<file path="src/pkg/cet_pkg.sv">
// Shared constants for the event matching system
`default_nettype none
package cet_pkg;
  localparam int ADDR_W    = 24;         // Emulated bus address width
  localparam int DATA_W    = 16;         // Emulated bus data width
  localparam int TYPE_W    = 3;          // Access type code width
  localparam int AREA_W    = 2;          // Access area code width
  localparam int NUM_PROBE = 4;          // External probes
  localparam int NUM_EVT   = 8;          // Event channels, also chain length
  localparam int NUM_RNG   = 4;          // Range channels
  localparam int NUM_CH    = NUM_EVT + NUM_RNG;  // At most twelve
  localparam int NUM_MON   = 4;          // Trigger monitor addresses
  localparam int CNT_W     = 16;         // Occurrence and delay counters
  localparam int TMR_W     = 32;         // Elapsed time counter
  localparam int SEL_W     = 4;          // Channel index width
  localparam logic [CNT_W-1:0] BRK_DLY_MAX = 16'hFFFF;  // Longest break delay
  localparam logic [CNT_W-1:0] CNT_ZERO    = 16'h0000;
  localparam logic [CNT_W-1:0] CNT_ONE     = 16'h0001;
  localparam logic [TMR_W-1:0] TMR_ZERO    = 32'h0000_0000;
  localparam logic [TMR_W-1:0] TMR_ONE     = 32'h0000_0001;
  localparam logic [NUM_EVT-1:0] ARM_RESET = 8'hFF;  // Armed after reset
  localparam logic [1:0] DIR_READ  = 2'h1;   // Direction select codes
  localparam logic [1:0] DIR_WRITE = 2'h2;
  localparam logic [1:0] DIR_EITHER = 2'h3;
endpackage
`default_nettype wire

</file>
<file path="src/design/cet_channel.sv">
// One event or range channel: match, occurrence count and delay
`default_nettype none
module cet_channel #(
  parameter bit EVENT_CH = 1'b1
) (
  input  wire logic                          clock,
  input  wire logic                          rst,
  input  wire logic                          clear,
  input  wire logic                          bus_cycle,
  input  wire logic [cet_pkg::ADDR_W-1:0]    bus_addr,
  input  wire logic [cet_pkg::DATA_W-1:0]    bus_data,
  input  wire logic                          bus_write,
  input  wire logic [cet_pkg::TYPE_W-1:0]    bus_type,
  input  wire logic [cet_pkg::AREA_W-1:0]    bus_area,
  input  wire logic [cet_pkg::NUM_PROBE-1:0] probes,
  input  wire logic                          cfg_enable,
  input  wire logic [cet_pkg::ADDR_W-1:0]    cfg_addr_lo,
  input  wire logic [cet_pkg::ADDR_W-1:0]    cfg_addr_hi,
  input  wire logic                          cfg_outside,
  input  wire logic [cet_pkg::DATA_W-1:0]    cfg_data,
  input  wire logic [cet_pkg::DATA_W-1:0]    cfg_mask,
  input  wire logic [1:0]                    cfg_dir,
  input  wire logic [(1<<cet_pkg::TYPE_W)-1:0] cfg_type,
  input  wire logic [(1<<cet_pkg::AREA_W)-1:0] cfg_area,
  input  wire logic [cet_pkg::NUM_PROBE-1:0] cfg_probe_care,
  input  wire logic [cet_pkg::NUM_PROBE-1:0] cfg_probe_val,
  input  wire logic [cet_pkg::CNT_W-1:0]     cfg_count,
  input  wire logic [cet_pkg::CNT_W-1:0]     cfg_delay,
  input  wire logic                          armed,
  output logic                               hit
);
  logic                      in_range;
  logic                      match;
  logic                      qualify;
  logic [cet_pkg::CNT_W-1:0] target;
  logic [cet_pkg::CNT_W-1:0] occ_reg, occ_next;
  logic [cet_pkg::CNT_W-1:0] dly_reg, dly_next;
  logic                      pend_reg, pend_next;
  logic                      hit_reg, hit_next;

  // Qualify one bus cycle against every enabled condition
  always_comb begin
    in_range = (bus_addr >= cfg_addr_lo) && (bus_addr <= cfg_addr_hi);
    match = cfg_enable && armed && bus_cycle
      && ((EVENT_CH && cfg_outside) ? !in_range : in_range)
      && (((bus_data ^ cfg_data) & cfg_mask) == '0)
      && (bus_write ? cfg_dir[1] : cfg_dir[0])
      && cfg_type[bus_type] && cfg_area[bus_area]
      && (((probes ^ cfg_probe_val) & cfg_probe_care) == '0);
  end

  // Occurrence count, then delay in bus cycles before the output
  always_comb begin
    target = (EVENT_CH && cfg_count != cet_pkg::CNT_ZERO) ?
             cfg_count : cet_pkg::CNT_ONE;
    occ_next  = occ_reg;
    dly_next  = dly_reg;
    pend_next = pend_reg;
    hit_next  = 1'b0;
    qualify   = 1'b0;
    if (match) begin
      if (occ_reg + cet_pkg::CNT_ONE >= target) begin
        qualify  = 1'b1;
        occ_next = cet_pkg::CNT_ZERO;
      end else begin
        occ_next = occ_reg + cet_pkg::CNT_ONE;
      end
    end
    if (pend_reg && bus_cycle) begin
      dly_next = dly_reg - cet_pkg::CNT_ONE;
      if (dly_reg == cet_pkg::CNT_ONE) begin
        pend_next = 1'b0;
        hit_next  = 1'b1;
      end
    end else if (qualify && !pend_reg) begin
      if (cfg_delay == cet_pkg::CNT_ZERO) begin
        hit_next = 1'b1;
      end else begin
        pend_next = 1'b1;
        dly_next  = cfg_delay;
      end
    end
    if (clear) begin
      occ_next  = cet_pkg::CNT_ZERO;
      dly_next  = cet_pkg::CNT_ZERO;
      pend_next = 1'b0;
      hit_next  = 1'b0;
    end
  end

  // Channel state registers
  always_ff @(posedge clock) begin
    if (rst) begin
      occ_reg  <= cet_pkg::CNT_ZERO;
      dly_reg  <= cet_pkg::CNT_ZERO;
      pend_reg <= 1'b0;
      hit_reg  <= 1'b0;
    end else begin
      occ_reg  <= occ_next;
      dly_reg  <= dly_next;
      pend_reg <= pend_next;
      hit_reg  <= hit_next;
    end
  end

  assign hit = hit_reg;

  // Checks on the channel output
  hit_pulse_a: assert property (@(posedge clock) disable iff (rst)
    hit && !match |=> !hit)
    else $error("channel hit longer than one cycle");
  no_delay_hit_a: assert property (@(posedge clock) disable iff (rst)
    match && !pend_reg && !clear && target == cet_pkg::CNT_ONE
    && cfg_delay == cet_pkg::CNT_ZERO |=> hit)
    else $error("undelayed match gave no hit");
endmodule
`default_nettype wire

</file>
<file path="src/design/cet_top.sv">
// Event matching system: channels, sequencing, break, trace, timer
// Functional notes
// - Event channel matches address, outside range, data, direction, type, area, probes.
// - Event channel reports only after the programmed number of matches.
// - Event and range channels delay their output by programmed cycles.
// - Up to eight events chain; each occurrence arms or disarms the next.
// - Range channels match like events but no outside range or counting.
// - A channel selected in break_sel halts the emulated program; a final sequence event only if selected.
// - Break may be postponed up to 65535 bus cycles after activation.
// - Timer measures time from a first to a second selected event.
// - Channel matches drive trace, break and timing together.
// - Level of the first probe input is a selectable match condition.
// - Second probe goes high while a monitor condition one to four holds.
// - Event and range channels total at most twelve break conditions.
// - Trigger output follows accesses to up to four monitor addresses.
`default_nettype none
module cet_top (
  input  wire logic                            clock,
  input  wire logic                            rst,
  input  wire logic                            emu_start,
  input  wire logic                            bus_cycle,
  input  wire logic [cet_pkg::ADDR_W-1:0]      bus_addr,
  input  wire logic [cet_pkg::DATA_W-1:0]      bus_data,
  input  wire logic                            bus_write,
  input  wire logic [cet_pkg::TYPE_W-1:0]      bus_type,
  input  wire logic [cet_pkg::AREA_W-1:0]      bus_area,
  input  wire logic                            level_probe_input,
  input  wire logic [cet_pkg::NUM_PROBE-1:1]   probe_in,
  input  wire logic [cet_pkg::NUM_CH-1:0]      ch_enable,
  input  wire logic [cet_pkg::NUM_CH-1:0][cet_pkg::ADDR_W-1:0] ch_addr_lo,
  input  wire logic [cet_pkg::NUM_CH-1:0][cet_pkg::ADDR_W-1:0] ch_addr_hi,
  input  wire logic [cet_pkg::NUM_EVT-1:0]     ev_outside,
  input  wire logic [cet_pkg::NUM_CH-1:0][cet_pkg::DATA_W-1:0] ch_data,
  input  wire logic [cet_pkg::NUM_CH-1:0][cet_pkg::DATA_W-1:0] ch_mask,
  input  wire logic [cet_pkg::NUM_CH-1:0][1:0] ch_dir,
  input  wire logic [cet_pkg::NUM_CH-1:0][(1<<cet_pkg::TYPE_W)-1:0] ch_type,
  input  wire logic [cet_pkg::NUM_CH-1:0][(1<<cet_pkg::AREA_W)-1:0] ch_area,
  input  wire logic [cet_pkg::NUM_CH-1:0][cet_pkg::NUM_PROBE-1:0] ch_pcare,
  input  wire logic [cet_pkg::NUM_CH-1:0][cet_pkg::NUM_PROBE-1:0] ch_pval,
  input  wire logic [cet_pkg::NUM_EVT-1:0][cet_pkg::CNT_W-1:0] ev_count,
  input  wire logic [cet_pkg::NUM_CH-1:0][cet_pkg::CNT_W-1:0] ch_delay,
  input  wire logic [cet_pkg::NUM_EVT-1:1]     chain_en,
  input  wire logic [cet_pkg::NUM_EVT-1:1]     chain_disarm,
  input  wire logic [cet_pkg::NUM_CH-1:0]      break_sel,
  input  wire logic                            break_delay_en,
  input  wire logic [cet_pkg::CNT_W-1:0]       break_delay,
  input  wire logic [cet_pkg::NUM_CH-1:0]      trace_sel,
  input  wire logic [cet_pkg::SEL_W-1:0]       timer_start_sel,
  input  wire logic [cet_pkg::SEL_W-1:0]       timer_stop_sel,
  input  wire logic [cet_pkg::NUM_MON-1:0]     mon_enable,
  input  wire logic [cet_pkg::NUM_MON-1:0][cet_pkg::ADDR_W-1:0] mon_addr,
  output logic [cet_pkg::NUM_CH-1:0]           ch_hit,
  output logic                                 break_out,
  output logic                                 trace_acquire,
  output logic                                 timer_running,
  output logic [cet_pkg::TMR_W-1:0]            timer_count,
  output logic                                 trigger_probe_output
);
  logic [cet_pkg::NUM_PROBE-1:0] sync1_reg, sync2_reg, sync3_reg;
  logic [cet_pkg::NUM_PROBE-1:0] probe_reg, probe_next;
  logic [cet_pkg::NUM_EVT-1:0]   armed_reg, armed_next;
  logic [cet_pkg::NUM_EVT-1:0]   arm_init;
  logic [cet_pkg::NUM_CH-1:0]    hits;
  logic                          brk_trig;
  logic                          brk_pend_reg, brk_pend_next;
  logic [cet_pkg::CNT_W-1:0]     brk_cnt_reg, brk_cnt_next;
  logic                          break_reg, break_next;
  logic                          trace_reg, trace_next;
  logic                          trig_reg, trig_next;
  logic                          run_reg, run_next;
  logic [cet_pkg::TMR_W-1:0]     tmr_reg, tmr_next;
  logic                          t_start, t_stop;

  // Probe pins pass three flip-flops; a change counts once stages 2 and 3 agree
  always_comb begin
    for (int p = 0; p < cet_pkg::NUM_PROBE; p++) begin
      probe_next[p] = (sync2_reg[p] == sync3_reg[p]) ? sync3_reg[p]
                                                     : probe_reg[p];
    end
  end

  // Probe synchroniser registers
  always_ff @(posedge clock) begin
    if (rst) begin
      sync1_reg <= '0;
      sync2_reg <= '0;
      sync3_reg <= '0;
      probe_reg <= '0;
    end else begin
      sync1_reg <= {probe_in, level_probe_input};
      sync2_reg <= sync1_reg;
      sync3_reg <= sync2_reg;
      probe_reg <= probe_next;
    end
  end

  // Twelve channels: the first eight count and may match outside a range
  generate
    for (genvar k = 0; k < cet_pkg::NUM_CH; k++) begin : g_ch
      localparam bit IS_EV = (k < cet_pkg::NUM_EVT);
      logic                      k_outside;
      logic [cet_pkg::CNT_W-1:0] k_count;
      logic                      k_armed;
      if (IS_EV) begin : g_ev
        assign k_outside = ev_outside[k];
        assign k_count   = ev_count[k];
        assign k_armed   = armed_reg[k];
      end else begin : g_rng
        assign k_outside = 1'b0;
        assign k_count   = cet_pkg::CNT_ZERO;
        assign k_armed   = 1'b1;
      end
      cet_channel #(.EVENT_CH(IS_EV)) u_ch (
        .clock          (clock),
        .rst            (rst),
        .clear          (emu_start),
        .bus_cycle      (bus_cycle),
        .bus_addr       (bus_addr),
        .bus_data       (bus_data),
        .bus_write      (bus_write),
        .bus_type       (bus_type),
        .bus_area       (bus_area),
        .probes         (probe_reg),
        .cfg_enable     (ch_enable[k]),
        .cfg_addr_lo    (ch_addr_lo[k]),
        .cfg_addr_hi    (ch_addr_hi[k]),
        .cfg_outside    (k_outside),
        .cfg_data       (ch_data[k]),
        .cfg_mask       (ch_mask[k]),
        .cfg_dir        (ch_dir[k]),
        .cfg_type       (ch_type[k]),
        .cfg_area       (ch_area[k]),
        .cfg_probe_care (ch_pcare[k]),
        .cfg_probe_val  (ch_pval[k]),
        .cfg_count      (k_count),
        .cfg_delay      (ch_delay[k]),
        .armed          (k_armed),
        .hit            (hits[k])
      );
    end
  endgenerate

  // Sequence arming: a chained event waits to be armed, or runs until disarmed
  always_comb begin
    arm_init    = cet_pkg::ARM_RESET;
    armed_next  = armed_reg;
    for (int i = 1; i < cet_pkg::NUM_EVT; i++) begin
      arm_init[i] = chain_en[i] ? chain_disarm[i] : 1'b1;
      if (chain_en[i] && hits[i-1]) begin
        armed_next[i] = !chain_disarm[i];
      end else if (!chain_en[i]) begin
        armed_next[i] = 1'b1;
      end
    end
    armed_next[0] = 1'b1;
    if (emu_start) begin
      armed_next = arm_init;
    end
  end

  // Break with optional postponement in bus cycles
  always_comb begin
    brk_trig      = |(hits & break_sel);
    brk_pend_next = brk_pend_reg;
    brk_cnt_next  = brk_cnt_reg;
    break_next    = 1'b0;
    if (brk_pend_reg && bus_cycle) begin
      brk_cnt_next = brk_cnt_reg - cet_pkg::CNT_ONE;
      if (brk_cnt_reg == cet_pkg::CNT_ONE) begin
        brk_pend_next = 1'b0;
        break_next    = 1'b1;
      end
    end else if (brk_trig && !brk_pend_reg) begin
      if (!break_delay_en || break_delay == cet_pkg::CNT_ZERO) begin
        break_next = 1'b1;
      end else begin
        brk_pend_next = 1'b1;
        brk_cnt_next  = break_delay;
      end
    end
    if (emu_start) begin
      brk_pend_next = 1'b0;
      brk_cnt_next  = cet_pkg::CNT_ZERO;
      break_next    = 1'b0;
    end
  end

  // Trace and timer fed by the same channel hits; trigger probe fed by monitor addresses
  always_comb begin
    trace_next = |(hits & trace_sel);
    // Indexes past the last channel never hit
    t_start    = (int'(timer_start_sel) < cet_pkg::NUM_CH)
                 && hits[timer_start_sel];
    t_stop     = (int'(timer_stop_sel) < cet_pkg::NUM_CH)
                 && hits[timer_stop_sel];
    run_next   = run_reg;
    tmr_next   = run_reg ? tmr_reg + cet_pkg::TMR_ONE : tmr_reg;
    if (t_start && !run_reg) begin
      run_next = 1'b1;
      tmr_next = cet_pkg::TMR_ZERO;
    end else if (t_stop && run_reg) begin
      run_next = 1'b0;
    end
    if (emu_start) begin
      run_next = 1'b0;
    end
    trig_next = 1'b0;
    for (int m = 0; m < cet_pkg::NUM_MON; m++) begin
      if (bus_cycle && mon_enable[m] && bus_addr == mon_addr[m]) begin
        trig_next = 1'b1;
      end
    end
  end

  // Control state registers
  always_ff @(posedge clock) begin
    if (rst) begin
      armed_reg    <= cet_pkg::ARM_RESET;
      brk_pend_reg <= 1'b0;
      brk_cnt_reg  <= cet_pkg::CNT_ZERO;
      break_reg    <= 1'b0;
      trace_reg    <= 1'b0;
      run_reg      <= 1'b0;
      tmr_reg      <= cet_pkg::TMR_ZERO;
      trig_reg     <= 1'b0;
    end else begin
      armed_reg    <= armed_next;
      brk_pend_reg <= brk_pend_next;
      brk_cnt_reg  <= brk_cnt_next;
      break_reg    <= break_next;
      trace_reg    <= trace_next;
      run_reg      <= run_next;
      tmr_reg      <= tmr_next;
      trig_reg     <= trig_next;
    end
  end

  assign ch_hit               = hits;
  assign break_out            = break_reg;
  assign trace_acquire        = trace_reg;
  assign timer_running        = run_reg;
  assign timer_count          = tmr_reg;
  assign trigger_probe_output = trig_reg;

  // Checks
  brk_now_a: assert property (@(posedge clock) disable iff (rst)
    brk_trig && !brk_pend_reg && !emu_start && !break_delay_en
    |=> break_out) else $error("undelayed break missing");
  brk_delay_a: assert property (@(posedge clock) disable iff (rst)
    brk_pend_reg && bus_cycle && !emu_start
    && brk_cnt_reg == cet_pkg::CNT_ONE |=> break_out && !brk_pend_reg)
    else $error("delayed break not on count end");
  brk_hold_a: assert property (@(posedge clock) disable iff (rst)
    brk_pend_reg && !bus_cycle && !emu_start |=> $stable(brk_cnt_reg))
    else $error("break delay moved without bus cycle");
  trig_mon_a: assert property (@(posedge clock) disable iff (rst)
    bus_cycle && mon_enable[0] && bus_addr == mon_addr[0]
    |=> trigger_probe_output) else $error("trigger probe missed");
  trig_idle_a: assert property (@(posedge clock) disable iff (rst)
    !bus_cycle |=> !trigger_probe_output)
    else $error("trigger without bus cycle");
  tmr_start_a: assert property (@(posedge clock) disable iff (rst)
    t_start && !run_reg && !emu_start
    |=> timer_running && timer_count == cet_pkg::TMR_ZERO)
    else $error("timer failed to start");
  tmr_count_a: assert property (@(posedge clock) disable iff (rst)
    run_reg ##1 run_reg |-> timer_count == $past(timer_count) + 1)
    else $error("timer did not advance");
  seq_arm_a: assert property (@(posedge clock) disable iff (rst)
    chain_en[1] && !chain_disarm[1] && hits[0] && !emu_start
    |=> armed_reg[1]) else $error("sequence stage not armed");
  start_clr_a: assert property (@(posedge clock) disable iff (rst)
    emu_start |=> !brk_pend_reg && !break_out && !timer_running)
    else $error("start did not clear state");
  trace_a: assert property (@(posedge clock) disable iff (rst)
    |(hits & trace_sel) |=> trace_acquire)
    else $error("trace acquire missed");
  probe_sync_a: assert property (@(posedge clock) disable iff (rst)
    sync2_reg[0] != sync3_reg[0] |=> $stable(probe_reg[0]))
    else $error("probe changed before agreeing");

  cov_break_c: cover property (@(posedge clock) break_out);
  cov_delay_c: cover property (@(posedge clock) brk_pend_reg ##1 break_out);
  cov_seq_c: cover property (@(posedge clock) hits[0] ##[1:50] hits[1]);
  cov_timer_c: cover property (@(posedge clock) run_reg ##1 !run_reg);
endmodule
`default_nettype wire

</file>
<file path="config.mk">
export PLATFORM = sky130hd
export DESIGN_NAME = cet_top
export DESIGN_NICKNAME = d
export VERILOG_FILES = /design/src/pkg/cet_pkg.sv /design/src/design/cet_channel.sv /design/src/design/cet_top.sv
export SDC_FILE = /design/constraint.sdc
export NUM_CORES = 2
export LEC_CHECK = 0
export BUFFER_PORTS_ARGS = -buffer_cell sky130_fd_sc_hd__buf_4
export CELL_PAD_IN_SITES_DETAIL_PLACEMENT = 1
export CELL_PAD_IN_SITES_GLOBAL_PLACEMENT = 2
export CORE_AREA = 3 3 707 709
export CTS_BUF_LIST = sky130_fd_sc_hd__clkbuf_8
export DETAILED_ROUTE_END_ITERATION = 8
export DIE_AREA = 0 0 710 712
export PLACE_DENSITY = 0.49
export SLEW_MARGIN = 10
export SYNTH_ARGS = -nofsm -noshare
export SYNTH_HDL_FRONTEND = slang
export SYNTH_HIERARCHICAL = 1
export SYNTH_SLANG_ARGS = --single-unit
</file>
<file path="constraint.sdc">
create_clock -name clock -period 12.5 [get_ports clock]
set_clock_uncertainty 0.2 [all_clocks]
set_input_delay 1.875 -clock clock [delete_from_list [all_inputs] [get_ports clock]]
set_output_delay 1.875 -clock clock [all_outputs]
set_load 0.005 [all_outputs]
</file>
==> impl_metrics.py <==
metrics = {
    "setup_path": {
        "wp_data_required_ns": 13.15,
        "critical_path.startpoint": "bus_addr[11]",
        "crit_type": "primary input to flip-flop",
        "critical_path.max_fanout": 17,
        "timing.critical_path.from_type": "primary input",
        "cp.arrival_ns": 6.75,
        "r2r-start": "g_ch[0].u_ch/occ_reg[0]$_SDFFE_PP0P_",
        "worstSetupEndpointType": "flip-flop",
    },
    "clock_network": {
        "postCtsSetupBuffers": 0,
        "ctsLongestPathBuffers": 4,
        "clk_lat_worst_skew_ns": 0.99,
        "postCtsHoldBufs": 0,
        "cts_tree": "built",
        "clock_sink_total": 484,
        "cts_resized": 0,
        "clk_pin_slew_ns": 0.06,
        "htreeDepth": 3,
        "total_clock_buffers_created_by_cts": 117,
        "clock-root-buffer": "sky130_fd_sc_hd__clkbuf_8",
    },
    "routing": {
        "drtPass1Iterations": 6,
        "routed-via-count": 61237,
        "drc_violation_count_after_routing": 0,
        "detail-route-antenna-nets": 0,
        "number_of_vias_per_cell_after_detailed_routing": 4.02,
        "drt_iter0_markers": 3730,
        "totalWireLength_mm": 487,
        "wire_per_inst_um": 32.0,
    },
    "pwr": {
        "power_density_nw_per_um2": 69.4,
        "highest_ir_drop_seen_on_vdd_mv": 0.0767,
        "power.leakage_nw": 34.9,
        "p_sw_w": 0.00194,
        "power_frac_comb_pct": 31.3,
        "cellInternalPower_w": 0.00340,
        "power.share.switching_pct": 36.3,
        "power_frac_clock_pct": 39.7,
        "power_frac_seq_pct": 29.0,
    },
    "sta": {
        "rsz0062_at_grt": "false",
        "setup-tns-final_ns": 0,
        "final_setup_fails": 0,
        "min_period_over_period_pct": 48.8,
        "timing.fmax_mhz": 164,
        "timing_hold_violations_final": 0,
        "slew_violations": 0,
        "period_minus_slack_ns": 6.10,
        "tightestPinTransition_ns": 1.23,
        "whs_ns": 0.192,
        "slew_headroom_pct": 17.7,
    },
    "finish": {
        "num-nets-final": 11107,
        "stdcell_count": 15249,
        "final_layout_size_suffix_gt1_share_pct": 26.7,
        "layout_commonest_cell": "sky130_fd_sc_hd__buf_4",
        "mostFrequentLayoutCells": "sky130_fd_sc_hd__buf_4 (1,907), sky130_fd_sc_hd__inv_1 (867), sky130_fd_sc_hd__ha_1 (747)",
        "syn2layout_area_growth_pct": 46.1,
    },
    "synthesis": {
        "synth_cells": 6759,
        "syn-cell-area_um2": 52700,
        "synthesis.area_per_instance_um2": 7.80,
        "ys.warnings.count": 6,
    },
    "die": {
        "std_cell_rows": 258,
        "design.die.area_um2": 506000,
        "die_w_um": 710,
        "height_of_the_die_um": 712,
        "fp.coreArea_um2": 494000,
        "initial_utilization_pct": 10.7,
        "io_pins": 1829,
    },
    "placed_design": {
        "place.gp.congestion": 0.888,
        "dp_hpwl_mm": 422,
        "buffer_ports.inserted": 1828,
        "place_inst": 14960,
    },
    "grt": {
        "grt_max_degree": 36,
        "grt_pass1_wl_mm": 622,
        "grt_antenna_before_repair": 341,
        "grt_usage_pct": 18.5,
        "first_global_vias": 63128,
        "grt.overflow.total": 0,
    },
    "status": {
        "outcome": "finished, final reports clean",
    },
    "min_path": {
        "hold_class": "flip-flop to flip-flop",
        "hold_path_startpoint": "sync1_reg[2]$_SDFF_PP0_",
    },
    "flow_run": {
        "cap_viol_max_count": 0,
    },
}
## layer usage
layer / track usage (%) / vias up / wire (um)
li1: - / 28547 / -
met1: 22.4 / 29856 / 203000
met2: 32.1 / 2013 / 235000
met3: 5.53 / 667 / 37500
met4: 3.78 / 154 / 10400
met5: 0 / - / 981
## worst max-delay path, stage by stage
cell and delay [ns]:
sky130_fd_sc_hd__buf_4 0.38, sky130_fd_sc_hd__buf_4 0.58, sky130_fd_sc_hd__ha_1 0.37, sky130_fd_sc_hd__nand2_1 0.07
sky130_fd_sc_hd__nor2_1 0.04, sky130_fd_sc_hd__a211oi_1 0.85, sky130_fd_sc_hd__o2111a_1 0.48, sky130_fd_sc_hd__o21bai_1 0.46
sky130_fd_sc_hd__and3_4 0.37, sky130_fd_sc_hd__nor2_2 0.62, sky130_fd_sc_hd__nor2_1 0.28, sky130_fd_sc_hd__a22o_1 0.26
## power groups by stage
stage	Sequential, W	Combinational [W]	Clock (W)
after CTS	0.00155	0.00171	0.00226
after detailed placement	0.00158	0.00171	0
final	0.00155	0.00167	0.00212
after floorplan	0.00158	0.000593	0
after global placement	0.00158	0.00170	0
after global routing	0.00155	0.00183	0.00231
## final cells by class
class,count,area (um^2)
Antenna cell,76,190
Clock buffer,157,2160
Clock inverter,56,303
Fill cell,58982,417000
Inverter,825,3100
Multi-Input combinational cell,5241,39100
Sequential cell,484,9700
Tap cell,6500,8130
Timing Repair Buffer,1910,14400
## stage by stage
| stage | setup slack (ns) | area [um^2] | total power, W | utilization [%] |
|---|---|---|---|---|
| 2_1_floorplan | 7.90 | 52700 | 0.00217 | - |
| 3_3_place_gp | 4.93 | 74300 | 0.00329 | 15.1 |
| 3_5_place_dp | 5.15 | 74400 | 0.00329 | 15.1 |
| 4_1_cts | 6.27 | 76800 | 0.00553 | 15.6 |
| 5_1_grt | 6.32 | 76900 | 0.00568 | 15.6 |
| 6_report | 6.40 | 77000 | 0.00535 | 15.6 |
## final timing paths
check	endpoint	slack, ns	cells after the start
worst min register to register	sync2_reg[2]$_SDFF_PP0_	0.19	1
worst max-delay path	g_ch[2].u_ch/pend_reg$_SDFFE_PP0P_	6.40	12
worst min-delay path	sync2_reg[2]$_SDFF_PP0_	0.19	1
worst max register to register	g_ch[0].u_ch/dly_reg[1]$_SDFFE_PP0P_	7.04	18
Note: power is estimated with default switching activity, not from simulation.
